==> config.mk <==
export PLATFORM = sky130hd
export DESIGN_NAME = uart_status_and_data_path
export DESIGN_NICKNAME = d
export VERILOG_FILES = /design/src/rtl/uart_rx_deframer.v /design/src/rtl/uart_status_and_data_path.v
export VERILOG_INCLUDE_DIRS = /design/src /design/src/pkg
export SDC_FILE = /design/constraint.sdc
export NUM_CORES = 1
export LEC_CHECK = 0
export BUFFER_PORTS_ARGS = -buffer_cell sky130_fd_sc_hd__buf_2
export CAP_MARGIN = 15
export CORE_AREA = 5 5 228 230
export CTS_CLUSTER_SIZE = 16
export DETAILED_ROUTE_END_ITERATION = 10
export DIE_AREA = 0 0 233 235
export GPL_TIMING_DRIVEN = 0
export PLACE_DENSITY_LB_ADDON = 0.25
export SLEW_MARGIN = 40
export SYNTH_ARGS = -nofsm -noshare
export SYNTH_HDL_FRONTEND = slang
export SYNTH_SLANG_ARGS = --single-unit
==> constraint.sdc <==
create_clock -name i_core_clk -period 91.2 [get_ports i_core_clk]
set_input_delay 9.12 -clock i_core_clk [delete_from_list [all_inputs] [get_ports i_core_clk]]
set_output_delay 9.12 -clock i_core_clk [all_outputs]
set_load 0.02 [all_outputs]
==> src/pkg/uart_status_map.vh <==
// Overview of operation
// - status bit 1 shows receive byte waiting
// - receive full raises interrupt 5 when enabled
// - data register read clears receive full
// - status bit 0 shows transmit busy
// - transmit empty raises interrupt 4 when enabled
// - one enable bit gates both interrupts
// - data write sets transmit full
// - transmit full clears after stop bit
// - data write starts serial transmission
// - data byte lives in low eight bits
// - status ignores writes, resets to zero
// - three-bit field picks eight baud rates
// - prescale bit divides baud by eight
// - enable off releases transmit pin
`ifndef UART_STATUS_MAP_VH
`define UART_STATUS_MAP_VH

// ========================================
// register addresses
`define UART_IEN_ADDR        16'hc00e
`define UART_CTRL_ADDR       16'hc0e0
`define UART_STAT_ADDR       16'hc0e2
`define UART_DATA_ADDR       16'hc0e4
`define UART_EVT_ADDR        16'hc0e6
`define UART_EMASK_ADDR      16'hc0e8

// ========================================
// field positions
`define CTRL_EN_BIT          0
`define CTRL_BAUD_LSB        1
`define CTRL_BAUD_MSB        3
`define CTRL_SCALE_BIT       4
`define STAT_TXF_BIT         0
`define STAT_RXF_BIT         1
`define IEN_UART_BIT         4
`define EVT_TXDONE_BIT       0
`define EVT_RXDONE_BIT       1
`define EVT_OVERRUN_BIT      2
`define DATA_MSB             7

// ========================================
// reset values
`define CTRL_EN_RST          1'b1
`define CTRL_BAUD_RST        3'h3
`define CTRL_SCALE_RST       1'b0
`define IEN_UART_RST         1'b0
`define EVT_RST              3'h0
`define EMASK_RST            3'h0
`define STAT_RST             16'h0000

// ========================================
// timing
`define CORE_CLK_HZ          40000000
`define CORE_CLK_PERIOD_NS   25
`define PRESCALE_DIV         8
`define BAUD_RATE_0          115200
`define BAUD_RATE_1          57600
`define BAUD_RATE_2          38400
`define BAUD_RATE_3          28800
`define BAUD_RATE_4          19200
`define BAUD_RATE_5          14400
`define BAUD_RATE_6          9600
`define BAUD_RATE_7          7200

`endif

==> src/rtl/uart_rx_deframer.v <==
`timescale 1ns/100ps
`include "uart_status_map.vh"

module uart_rx_deframer (
    input  wire        i_core_clk,    // core clock
    input  wire        i_reset,       // sync reset, high
    input  wire        i_enable,      // uart enabled
    input  wire [15:0] i_period,      // cycles per bit
    input  wire        i_rxd,         // serial input
    output reg  [7:0]  o_byte,        // last received byte
    output reg         o_valid        // one-cycle pulse per byte
);

    localparam [1:0] ST_IDLE  = 2'd0;
    localparam [1:0] ST_START = 2'd1;
    localparam [1:0] ST_DATA  = 2'd2;
    localparam [1:0] ST_STOP  = 2'd3;

    reg [1:0]  state_q;
    reg [15:0] cnt_q;
    reg [2:0]  bit_q;
    reg [7:0]  shift_q;

    // ========================================
    // frame capture, sampling mid-bit
    always @(posedge i_core_clk) begin
        if (i_reset || !i_enable) begin
            state_q <= ST_IDLE;
            cnt_q   <= 16'h0000;
            bit_q   <= 3'h0;
            shift_q <= 8'h00;
            o_valid <= 1'b0;
            if (i_reset) begin
                o_byte <= 8'h00;
            end
        end else begin
            o_valid <= 1'b0;
            case (state_q)
                ST_IDLE: begin
                    if (!i_rxd) begin
                        state_q <= ST_START;
                        cnt_q   <= {1'b0, i_period[15:1]};
                    end
                end
                ST_START: begin
                    if (cnt_q == 16'h0000) begin
                        // glitch shorter than half a bit is dropped
                        state_q <= i_rxd ? ST_IDLE : ST_DATA;
                        cnt_q   <= i_period - 16'h0001;
                        bit_q   <= 3'h0;
                    end else begin
                        cnt_q <= cnt_q - 16'h0001;
                    end
                end
                ST_DATA: begin
                    if (cnt_q == 16'h0000) begin
                        shift_q <= {i_rxd, shift_q[7:1]};
                        cnt_q   <= i_period - 16'h0001;
                        if (bit_q == 3'h7) begin
                            state_q <= ST_STOP;
                        end
                        bit_q <= bit_q + 3'h1;
                    end else begin
                        cnt_q <= cnt_q - 16'h0001;
                    end
                end
                ST_STOP: begin
                    if (cnt_q == 16'h0000) begin
                        state_q <= ST_IDLE;
                        // bad stop bit discards the byte
                        if (i_rxd) begin
                            o_byte  <= shift_q;
                            o_valid <= 1'b1;
                        end
                    end else begin
                        cnt_q <= cnt_q - 16'h0001;
                    end
                end
                default: begin
                    state_q <= ST_IDLE;
                end
            endcase
        end
    end

endmodule // uart_rx_deframer

==> src/rtl/uart_status_and_data_path.v <==
// Our own choice: strobed register access.
`timescale 1ns/100ps
`include "uart_status_map.vh"

module uart_status_and_data_path #(
    parameter integer CLK_HZ = `CORE_CLK_HZ  // shorten for simulation
) (
    input  wire        i_core_clk,      // core clock, 40 MHz
    input  wire        i_reset,         // sync reset, high
    input  wire [15:0] i_addr,          // register address
    input  wire [15:0] i_wr_data,       // write data
    input  wire        i_wr_stb,        // write strobe
    input  wire        i_rd_stb,        // read strobe
    output reg  [15:0] o_rd_data,       // read data, cycle after strobe
    input  wire        i_rxd,           // serial receive line
    output reg         o_txd,           // serial transmit line
    output reg         o_txd_oe,        // transmit pin driven
    output reg         o_int_rx_full,   // interrupt 5 request
    output reg         o_int_tx_empty,  // interrupt 4 request
    output reg         o_irq            // masked event interrupt
);

    localparam [1:0] TX_IDLE  = 2'd0;
    localparam [1:0] TX_START = 2'd1;
    localparam [1:0] TX_DATA  = 2'd2;
    localparam [1:0] TX_STOP  = 2'd3;

    // ========================================
    // bit period from baud code and prescale
    function [15:0] bit_cycles;
        input [2:0] sel;
        input       scale;
        integer     baud;
        integer     cyc;
        begin
            baud = `BAUD_RATE_0;
            case (sel)
                3'h0: baud = `BAUD_RATE_0;
                3'h1: baud = `BAUD_RATE_1;
                3'h2: baud = `BAUD_RATE_2;
                3'h3: baud = `BAUD_RATE_3;
                3'h4: baud = `BAUD_RATE_4;
                3'h5: baud = `BAUD_RATE_5;
                3'h6: baud = `BAUD_RATE_6;
                3'h7: baud = `BAUD_RATE_7;
                default: baud = `BAUD_RATE_0;
            endcase
            if (scale) begin
                baud = baud / `PRESCALE_DIV;
            end
            cyc = CLK_HZ / baud;
            if (cyc < 2) begin
                cyc = 2;
            end
            bit_cycles = cyc[15:0];
        end
    endfunction

    // ========================================
    // software-visible state
    reg        uart_en_q;
    reg [2:0]  baud_sel_q;
    reg        prescale_active_q;
    reg        uart_ien_q;
    reg        rx_full_q;
    reg [7:0]  rx_byte_q;
    reg        tx_full_q;
    reg [2:0]  evt_q;
    reg [2:0]  emask_q;

    // ========================================
    // transmit engine state
    reg [1:0]  tx_state_q;
    reg [15:0] tx_cnt_q;
    reg [2:0]  tx_bit_q;
    reg [7:0]  tx_shift_q;

    wire [15:0] period;
    wire [7:0]  rx_new_byte;
    wire        rx_new_valid;
    wire        wr_ctrl;
    wire        wr_data;
    wire        wr_ien;
    wire        wr_emask;
    wire        rd_data;
    wire        rd_evt;
    wire        tx_done;
    wire        tx_accept;

    reg  [15:0] rd_data_d;
    reg  [2:0]  evt_d;

    // baud change mid-frame takes effect at the next bit boundary
    assign period = bit_cycles(baud_sel_q, prescale_active_q);

    // status register has no write decode at all
    assign wr_ctrl  = i_wr_stb && (i_addr == `UART_CTRL_ADDR);
    assign wr_data  = i_wr_stb && (i_addr == `UART_DATA_ADDR);
    assign wr_ien   = i_wr_stb && (i_addr == `UART_IEN_ADDR);
    assign wr_emask = i_wr_stb && (i_addr == `UART_EMASK_ADDR);
    assign rd_data  = i_rd_stb && (i_addr == `UART_DATA_ADDR);
    assign rd_evt   = i_rd_stb && (i_addr == `UART_EVT_ADDR);

    // one-byte buffer: a write while busy would corrupt the frame, so it is dropped
    assign tx_accept = wr_data && uart_en_q && !tx_full_q;
    assign tx_done   = (tx_state_q == TX_STOP) && (tx_cnt_q == 16'h0000);

    // ========================================
    // receive deframer
    uart_rx_deframer u_rx (
        .i_core_clk (i_core_clk),
        .i_reset    (i_reset),
        .i_enable   (uart_en_q),
        .i_period   (period),
        .i_rxd      (i_rxd),
        .o_byte     (rx_new_byte),
        .o_valid    (rx_new_valid)
    );

    // ========================================
    // control, enable and mask registers
    always @(posedge i_core_clk) begin
        if (i_reset) begin
            uart_en_q         <= `CTRL_EN_RST;
            baud_sel_q        <= `CTRL_BAUD_RST;
            prescale_active_q <= `CTRL_SCALE_RST;
            uart_ien_q        <= `IEN_UART_RST;
            emask_q           <= `EMASK_RST;
        end else begin
            if (wr_ctrl) begin
                uart_en_q         <= i_wr_data[`CTRL_EN_BIT];
                baud_sel_q        <= i_wr_data[`CTRL_BAUD_MSB:`CTRL_BAUD_LSB];
                prescale_active_q <= i_wr_data[`CTRL_SCALE_BIT];
            end
            if (wr_ien) begin
                uart_ien_q <= i_wr_data[`IEN_UART_BIT];
            end
            if (wr_emask) begin
                emask_q <= i_wr_data[2:0];
            end
        end
    end

    // ========================================
    // receive buffer and flag
    always @(posedge i_core_clk) begin
        if (i_reset) begin
            rx_full_q <= 1'b0;
            rx_byte_q <= 8'h00;
        end else begin
            if (rx_new_valid) begin
                // arriving byte wins over a same-cycle read clear
                rx_full_q <= 1'b1;
                rx_byte_q <= rx_new_byte;
            end else if (rd_data || !uart_en_q) begin
                rx_full_q <= 1'b0;
            end
        end
    end

    // ========================================
    // transmit flag and shifter
    always @(posedge i_core_clk) begin
        if (i_reset || !uart_en_q) begin
            tx_full_q  <= 1'b0;
            tx_state_q <= TX_IDLE;
            tx_cnt_q   <= 16'h0000;
            tx_bit_q   <= 3'h0;
            tx_shift_q <= 8'h00;
        end else begin
            if (tx_accept) begin
                tx_full_q <= 1'b1;
            end else if (tx_done) begin
                tx_full_q <= 1'b0;
            end
            case (tx_state_q)
                TX_IDLE: begin
                    if (tx_accept) begin
                        tx_shift_q <= i_wr_data[`DATA_MSB:0];
                        tx_state_q <= TX_START;
                        tx_cnt_q   <= period - 16'h0001;
                    end
                end
                TX_START: begin
                    if (tx_cnt_q == 16'h0000) begin
                        tx_state_q <= TX_DATA;
                        tx_cnt_q   <= period - 16'h0001;
                        tx_bit_q   <= 3'h0;
                    end else begin
                        tx_cnt_q <= tx_cnt_q - 16'h0001;
                    end
                end
                TX_DATA: begin
                    if (tx_cnt_q == 16'h0000) begin
                        tx_shift_q <= {1'b0, tx_shift_q[7:1]};
                        tx_cnt_q   <= period - 16'h0001;
                        if (tx_bit_q == 3'h7) begin
                            tx_state_q <= TX_STOP;
                        end
                        tx_bit_q <= tx_bit_q + 3'h1;
                    end else begin
                        tx_cnt_q <= tx_cnt_q - 16'h0001;
                    end
                end
                TX_STOP: begin
                    if (tx_cnt_q == 16'h0000) begin
                        tx_state_q <= TX_IDLE;
                    end else begin
                        tx_cnt_q <= tx_cnt_q - 16'h0001;
                    end
                end
                default: begin
                    tx_state_q <= TX_IDLE;
                end
            endcase
        end
    end

    // ========================================
    // sticky event bits, cleared by reading
    always @* begin
        evt_d = evt_q;
        if (rd_evt) begin
            evt_d = `EVT_RST;
        end
        // set after clear so a same-cycle event survives
        if (tx_done) begin
            evt_d[`EVT_TXDONE_BIT] = 1'b1;
        end
        if (rx_new_valid) begin
            evt_d[`EVT_RXDONE_BIT] = 1'b1;
            if (rx_full_q && !rd_data) begin
                evt_d[`EVT_OVERRUN_BIT] = 1'b1;
            end
        end
    end

    always @(posedge i_core_clk) begin
        if (i_reset) begin
            evt_q <= `EVT_RST;
        end else begin
            evt_q <= evt_d;
        end
    end

    // ========================================
    // read mux, unmapped addresses read zero
    always @* begin
        rd_data_d = 16'h0000;
        case (i_addr)
            `UART_CTRL_ADDR: begin
                rd_data_d[`CTRL_EN_BIT]                  = uart_en_q;
                rd_data_d[`CTRL_BAUD_MSB:`CTRL_BAUD_LSB] = baud_sel_q;
                rd_data_d[`CTRL_SCALE_BIT]               = prescale_active_q;
            end
            `UART_STAT_ADDR: begin
                rd_data_d[`STAT_TXF_BIT] = tx_full_q;
                rd_data_d[`STAT_RXF_BIT] = rx_full_q;
            end
            `UART_DATA_ADDR: begin
                rd_data_d[`DATA_MSB:0] = rx_byte_q;
            end
            `UART_IEN_ADDR: begin
                rd_data_d[`IEN_UART_BIT] = uart_ien_q;
            end
            `UART_EVT_ADDR: begin
                rd_data_d[2:0] = evt_q;
            end
            `UART_EMASK_ADDR: begin
                rd_data_d[2:0] = emask_q;
            end
            default: begin
                rd_data_d = 16'h0000;
            end
        endcase
    end

    // ========================================
    // registered outputs
    always @(posedge i_core_clk) begin
        if (i_reset) begin
            o_rd_data      <= 16'h0000;
            o_txd          <= 1'b1;
            o_txd_oe       <= 1'b0;
            o_int_rx_full  <= 1'b0;
            o_int_tx_empty <= 1'b0;
            o_irq          <= 1'b0;
        end else begin
            // data valid only in the cycle after the strobe
            o_rd_data <= i_rd_stb ? rd_data_d : 16'h0000;
            // a released pin must not be left low mid-frame
            if (!uart_en_q) begin
                o_txd <= 1'b1;
            end else begin
                case (tx_state_q)
                    TX_START: o_txd <= 1'b0;
                    TX_DATA:  o_txd <= tx_shift_q[0];
                    default:  o_txd <= 1'b1;
                endcase
            end
            o_txd_oe       <= uart_en_q;
            o_int_rx_full  <= uart_ien_q && rx_full_q;
            o_int_tx_empty <= uart_ien_q && !tx_full_q;
            o_irq          <= |(evt_q & emask_q);
        end
    end

endmodule // uart_status_and_data_path

Yosys cells after proc, flatten, opt, wreduce, memory -nomap -nowiden
Memory sizes are Yosys's and may differ from the RTL's. A register that Yosys moved wholly into a read port is not among the register bits.
Cells that the tools add are included.
{"block": "word_totals", "ff_bits": 110, "latchBits": 0, "ramBits": 0, "rom_bits": 96, "in_bits": 37, "output_inout_bits": 21, "word_cells": 173, "mem_count": 1}
{"block": "op_classes", "add_sub_neg": 6, "mul": 0, "n_div": 1, "n_lt_le_gt_ge": 1, "eq_ne": 27, "n_shift": 0, "n_mux": 53, "bitwise_logic": 7, "reduce_logical": 48}
{"memory": "(name not given)", "words": 8, "width": 12, "rd": 1, "rd_ports_with_merged_regs": 1, "write_ports": 0, "line_no": "uart_status_and_data_path.v:37", "text": "case (sel)"}
{"op": "$mux 16", "n": 7}
{"op": "$eq 16x16->1 const B", "n": 6}
{"op": "$pmux 16 s3", "n": 2}
{"op": "$mux 8", "n": 7}
{"op": "$sub 16x1->16 const B", "n": 3}
{"op": "$add 32x1->32", "n": 1}
{"op": "$div 27x32->32 const A", "n": 1}
{"op": "$logic_not 16->1", "n": 2}
{"op": "$lt 32x3->1 const B", "n": 1}
{"op": "$mux 32", "n": 1}
{"op": "$mux 2", "n": 12}
{"op": "$mux 3", "n": 7}
{"op": "$reduce_bool 2->1", "n": 10}
{"op": "$ne 2x2->1 const B", "n": 8}
{"op": "$pmux 2 s4", "n": 2}
{"op": "$pmux 8 s2", "n": 1}
{"op": "$logic_and 1x1->1", "n": 12}
{"op": "$pmux 3 s2", "n": 2}
{"op": "$ne 2x1->1 const B", "n": 5}
{"op": "$pmux 2 s5", "n": 1}
{"op": "$reduce_and 5->1", "n": 2}
{"op": "$reduce_and 3->1", "n": 3}
{"op": "$reduce_or 3->1", "n": 3}
{"op": "$eq 2x2->1 const B", "n": 4}
{"op": "other kinds (17)", "n": 40}

Depth between registers and ports, before layout
{"block": "logic_depth", "ltp_word": 10, "ltp_mapped": 436, "depth_no_buf": 397}

Cells and area by module
From an unflattened synthesis, not the netlist that was laid out.
{"block": "unflattened", "cells_unflattened": 4079, "hier_area_um2": 28534.9}
{"mod": "uart_status_and_data_path", "n_inst": 1, "cells_per_inst": 3762, "area_per_inst_um2": 25919.9, "seq_area_each_um2": 1521.5}
{"mod": "uart_rx_deframer", "n_inst": 1, "cells_per_inst": 317, "area_per_inst_um2": 2615.0, "seq_area_each_um2": 840.8}

Least setup slack after synthesis
Ideal clock, no wire load.
{"block": "synth_path", "path_type": "reg-to-reg", "start": "register prescale_active_q", "end": "register u_rx.cnt_q[14]", "setup_time_ns": 0.070, "t_arrival_ns": 76.743, "required_time_ns": 91.130, "path_slack_ns": 14.387, "path_stages_with_launch": 420, "path_cell_list": "dfxtp_1 buf_2 mux2i_1 o2111a_2 nand2_4 nor3_1 ha_1 a21oi_1 nand2_1 or3_1 a21oi_1 ha_1 or3_1 a211oi_1 a31o_1 nor2_1 ha_1 a211oi_1 [384 not listed] o21ai_0 nand2b_1 a221oi_1 o21ai_0 a2111o_1 nor2_1 o211a_1 or2_2 ha_1 clkbuf_1 nand2_1 a211oi_1 nor2b_1 o221ai_1 a21oi_1 a221oi_1 a211o_1 a21oi_1"}
{"block": "synth_between", "elab_chain_len": 7}
{"element": "from (decl)", "line_no": "uart_status_and_data_path.v:63", "text": "reg prescale_active_q;"}
{"element": "from (signal assigned)", "line_no": "uart_status_and_data_path.v:126", "text": "prescale_active_q <= `CTRL_SCALE_RST;"}
{"element": "from (signal assigned)", "line_no": "uart_status_and_data_path.v:133", "text": "prescale_active_q <= i_wr_data[`CTRL_SCALE_BIT];"}
{"element": "$mux 32 *", "line_no": "uart_status_and_data_path.v:48", "text": "if (scale) begin"}
{"element": "$div 27x32->32 *", "line_no": "uart_status_and_data_path.v:51", "text": "cyc = CLK_HZ / baud;"}
{"element": "$lt 32x3->1", "line_no": "uart_status_and_data_path.v:52", "text": "if (cyc < 2) begin"}
{"element": "$mux 16 *", "line_no": "uart_status_and_data_path.v:52"}
{"element": "$sub 16x1->16", "line_no": "uart_rx_deframer.v:49, uart_rx_deframer.v:58"}
{"element": "$mux 16", "line_no": "uart_rx_deframer.v:46, uart_rx_deframer.v:56"}
{"element": "$pmux 16 s3 *", "line_no": "uart_rx_deframer.v:38", "text": "case (state_q)"}
{"element": "to (signal assigned)", "line_no": "uart_rx_deframer.v:49", "text": "cnt_q <= i_period - 16'h0001;"}
{"element": "to (signal assigned)", "line_no": "uart_rx_deframer.v:52", "text": "cnt_q <= cnt_q - 16'h0001;"}
{"element": "to (signal assigned)", "line_no": "uart_rx_deframer.v:58", "text": "cnt_q <= i_period - 16'h0001;"}
{"element": "to (decl)", "line_no": "uart_rx_deframer.v:20", "text": "reg [15:0] cnt_q;"}
Mark *: on every way between the ends. The rest lies on a longest branch, timed or not. The select of a mux whose other input is x is not followed.
A chain may end at the register's enable or synchronous reset.

Worst setup path in the final report
Ends and elaborated chain as after synthesis.

==> metrics.md <==
| Metric | Value |
|---|---|
| Maxcap violations | 0 |
| Compound-Gate Fraction of Synth Area | 31.6% |
| Fillcell total | 4755 |
| Final #Nets | 4413 |
| Maximum vdd drop | 0.0493 mV |
| Slew Limit Fails | 0 |
| Setup crit start kind | flip-flop |
| Synthesis-to-layout area growth | 8.95% |
| Synth Area in XOR/XNOR | 7.71% |
| Ys flop type | dfxtp_1 |
| DP HPWL | 70500 um |
| Post-Route WL | 89300 um |
| Sequential area share after synthesis | 8.56% |
| Largest stage delay, worst path | 560 ps |
| Worst reg2reg path depth | 420 |
| TritonCTS buffer count | 17 |
| Syn avg cell area | 7.00 sq um |
| Tot GR Track Use | 30.7% |
| Commonest non-fill, non-tap cell in the layout | nor2_1 |
| Worst EP required | 91560 ps |
| Clock transition at the registers of the reported paths | 60 ps |
| Tcrit/Tclk final | 93.0% |
| P_sw | 0.308 mW |
| Hold Path Cell Cnt | 2 |
| Flop pwr share | 9.6% |
| Max Freq | 11.8 MHz |
| Crit path to | u_rx.cnt_q[14] |
| Final Skew | 8.84 ps |
| Num ports | 58 |
| Gp weighted congestion | 0.977 |
| CP arrival | 85150 ps |
| Crit path max-delay cell type | a2111o_1 |
| Final hold violation count | 0 |
| DIE WIDTH | 233 um |
| Share of flip-flops with an asynchronous set or reset | 0% |
| Synth Area in Adders | 15.6% |
| R2R Path Start | prescale_active_q |
| Port Buf Inserts | 40 |
| Most frequent cells in the layout | 404 x nor2_1, 368 x a21oi_1, 346 x nand2_1 |
| Logic pwr share | 78.8% |
| Clock power frac | 11.6% |
| Clk root buf | clkbuf_16 |
| Final setup violation count | 0 |
| Ant diodes | 0 |
| Routed wire per std cell | 18.9 um |
| Synth Area in Simple Gates | 26.3% |
| EDFF count, synth | 8 |
| Total power | 0.570 mW |
| Met2 routed WL | 39300 um |
| Crit-path max FO | 19 |
| CTS H-tree depth | 4 |
| R2r setup slk | 6410 ps |
| Core Area | 49700 sq um |
| Critical path origin | prescale_active_q |
| Cell Area, Synth | 27600 sq um |
| Yosys reg bits | 114 |
| Pre-CTS WS | -2040 ps |
| Area of the die | 54800 sq um |
| CTS tree | built |
| Power Density | 19.0 nW/um^2 |
| Largest family of logic cells by synthesized area | compound AO/OA/AOI/OAI gates |
| Synth cell types | 124 |
| Largest net degree at the start of global routing | 37 |
| Initial antenna violation count | 1 |
| Placed Instances | 4679 |
| Initial DRC Count | 3035 |
| PnR worst setup slack | 6410 ps |
| Vias per inst | 6.48 |
| Final std cells w/o fill | 4718 |
| Grt ovf | 0 |
| Slew margin rel. | 36.6% |
| HP Class | flip-flop to flip-flop |
| Worst flop-to-flop path endpoint | u_rx.cnt_q[14] |
| Initial cell density of the core | 55.5% |
| Cells after synthesis | 3938 |
| Most frequent cell on the critical path | a21oi_1 |
| Switching share of power | 54.0% |
| Mux contribution to synthesized area | 5.77% |
| Total number of vias | 30564 |
| Cts hold-fix bufs | 0 |
| Clk buf depth | 2 |
| Critical path type | flip-flop to flip-flop |
| # clock sinks | 114 |
| First-pass GRT wire length | 142000 um |
| Die height | 235 um |
| Router iterations before antenna repair | 6 |
| Share of layout cells above drive strength 1 | 9.84% |
| Clk_lat worst skew | 430 ps |
| Crit. End Element | flip-flop |
| Standard-cell row count | 82 |
| Vias in the first global route | 27734 |
| Lkg Pwr | 12.9 nW |
| Outcome | complete, no violations |
| Worst slew pin tran | 950 ps |
| Wire length on met3 | 7120 um |
| YS warnings | 0 |
| Pint | 0.262 mW |
| DRC | 0 |
| DR top layer | met4 |
| Tmin final | 84790 ps |
| Met1 WL | 38900 um |
| Antenna Nets Post-Route | 0 |
what timing repair did:
item,in CTS,in global routing
gates cloned,0,1
pin swaps,0,12
gates resized for setup,14,114
endpoints found under the setup margin,32,32
buffers inserted,0,12
worst min-delay path by stage:
stage,startpoint,to,slack [ps]
final,u_rx.shift_q[0],u_rx.shift_q[0],460
after floorplan,u_rx.shift_q[0],u_rx.shift_q[0],430
after detailed placement,u_rx.shift_q[0],u_rx.shift_q[0],440
after global routing,u_rx.shift_q[0],u_rx.shift_q[0],470
after CTS,u_rx.shift_q[0],u_rx.shift_q[0],460
after global placement,u_rx.shift_q[0],u_rx.shift_q[0],440
stage by stage:
stage / cell area [sq um] / hold WS, ps / setup TNS (ps) / util (%)
after floorplan: 27600 / 427 / 0 / -
after global placement: 28700 / 436 / -88020 / 57.7
after detailed placement: 29100 / 441 / -31280 / 58.6
after CTS: 29700 / 459 / 0 / 59.9
after global routing: 30000 / 474 / -203 / 60.5
final: 30000 / 461 / 0 / 60.5
Yosys cell counts, drive strengths merged (12+ instances only):
cell,n,area [sq um]
a31oi,43,269
dfxtp,106,2120
a211oi,41,318
o21bai,28,210
nor2,412,1550
or4,18,143
o22ai,23,144
and3,50,313
or2,35,219
a21oi,379,1920
nor2b,48,300
a21boi,26,195
ha,340,4250
a21o,122,916
nor4,50,355
o21a,65,488
xnor2,152,1340
xor2,89,787
mux2,78,886
nand3,104,521
clkbuf,113,425
buf,38,221
a221oi,12,105
or3,42,268
mux2i,69,707
nand3b,12,93.8
o2111ai,15,131
nand2,353,1340
a211o,13,114
o21ai,282,1420
and2,59,369
nor3,101,542
o221ai,13,120
nand4,45,282
a32oi,12,105
o211ai,44,345
o31ai,61,458
nand2b,93,582
a2111oi,12,113
inv,147,552
worst max-delay path, delay by kind of cell (launching register included):
kind | cells | cell delay (ps)
buffers and inverters | 49 | 11160
DFF | 1 | 440
adders and majority gates | 30 | 9910
and+or+nand+nor | 117 | 18960
xor gates and xnor gates | 1 | 130
muxes | 8 | 2340
AOI/OAI and AO/OA | 215 | 41520
metal layers:
| layer | vias to the layer above | GRT usage [%] |
|---|---|---|
| li1 | 14918 | - |
| met1 | 14173 | 41.5 |
| met2 | 1240 | 49.6 |
| met3 | 233 | 4.39 |
| met4 | 0 | 11.4 |
| met5 | - | 0 |
cell type report:
type / count / area, sq um / area share [%]
multi-input combinational: 3535 / 24500 / 81.4
buffer: 145 / 684 / 2.28
clock inverter: 13 / 124 / 0.412
tap: 672 / 841 / 2.80
timing repair buffer: 73 / 573 / 1.91
inverter: 147 / 552 / 1.84
clock buffer: 19 / 453 / 1.51
sequential: 114 / 2360 / 7.87
power by group through the flow:
stage / clock network, mW / registers (mW) / logic (mW)
floorplan: 0 / 0.0552 / 0.330
finish: 0.0660 / 0.0547 / 0.449
global route: 0.0683 / 0.0550 / 0.495
CTS: 0.0659 / 0.0546 / 0.436
global placement: 0 / 0.0557 / 0.423
detailed placement: 0 / 0.0557 / 0.431
cell families after synthesis:
| family | Yosys count |
|---|---|
| AO/OA/AOI/OAI | 1330 |
| XOR/XNOR | 241 |
| adder cells (fa/ha/maj) | 343 |
| buffers and inverters | 298 |
| flip-flops | 114 |
| multiplexers | 147 |
| other | 1 |
| AND/OR/NAND/NOR | 1464 |
Power figures use the tool's default switching activity.
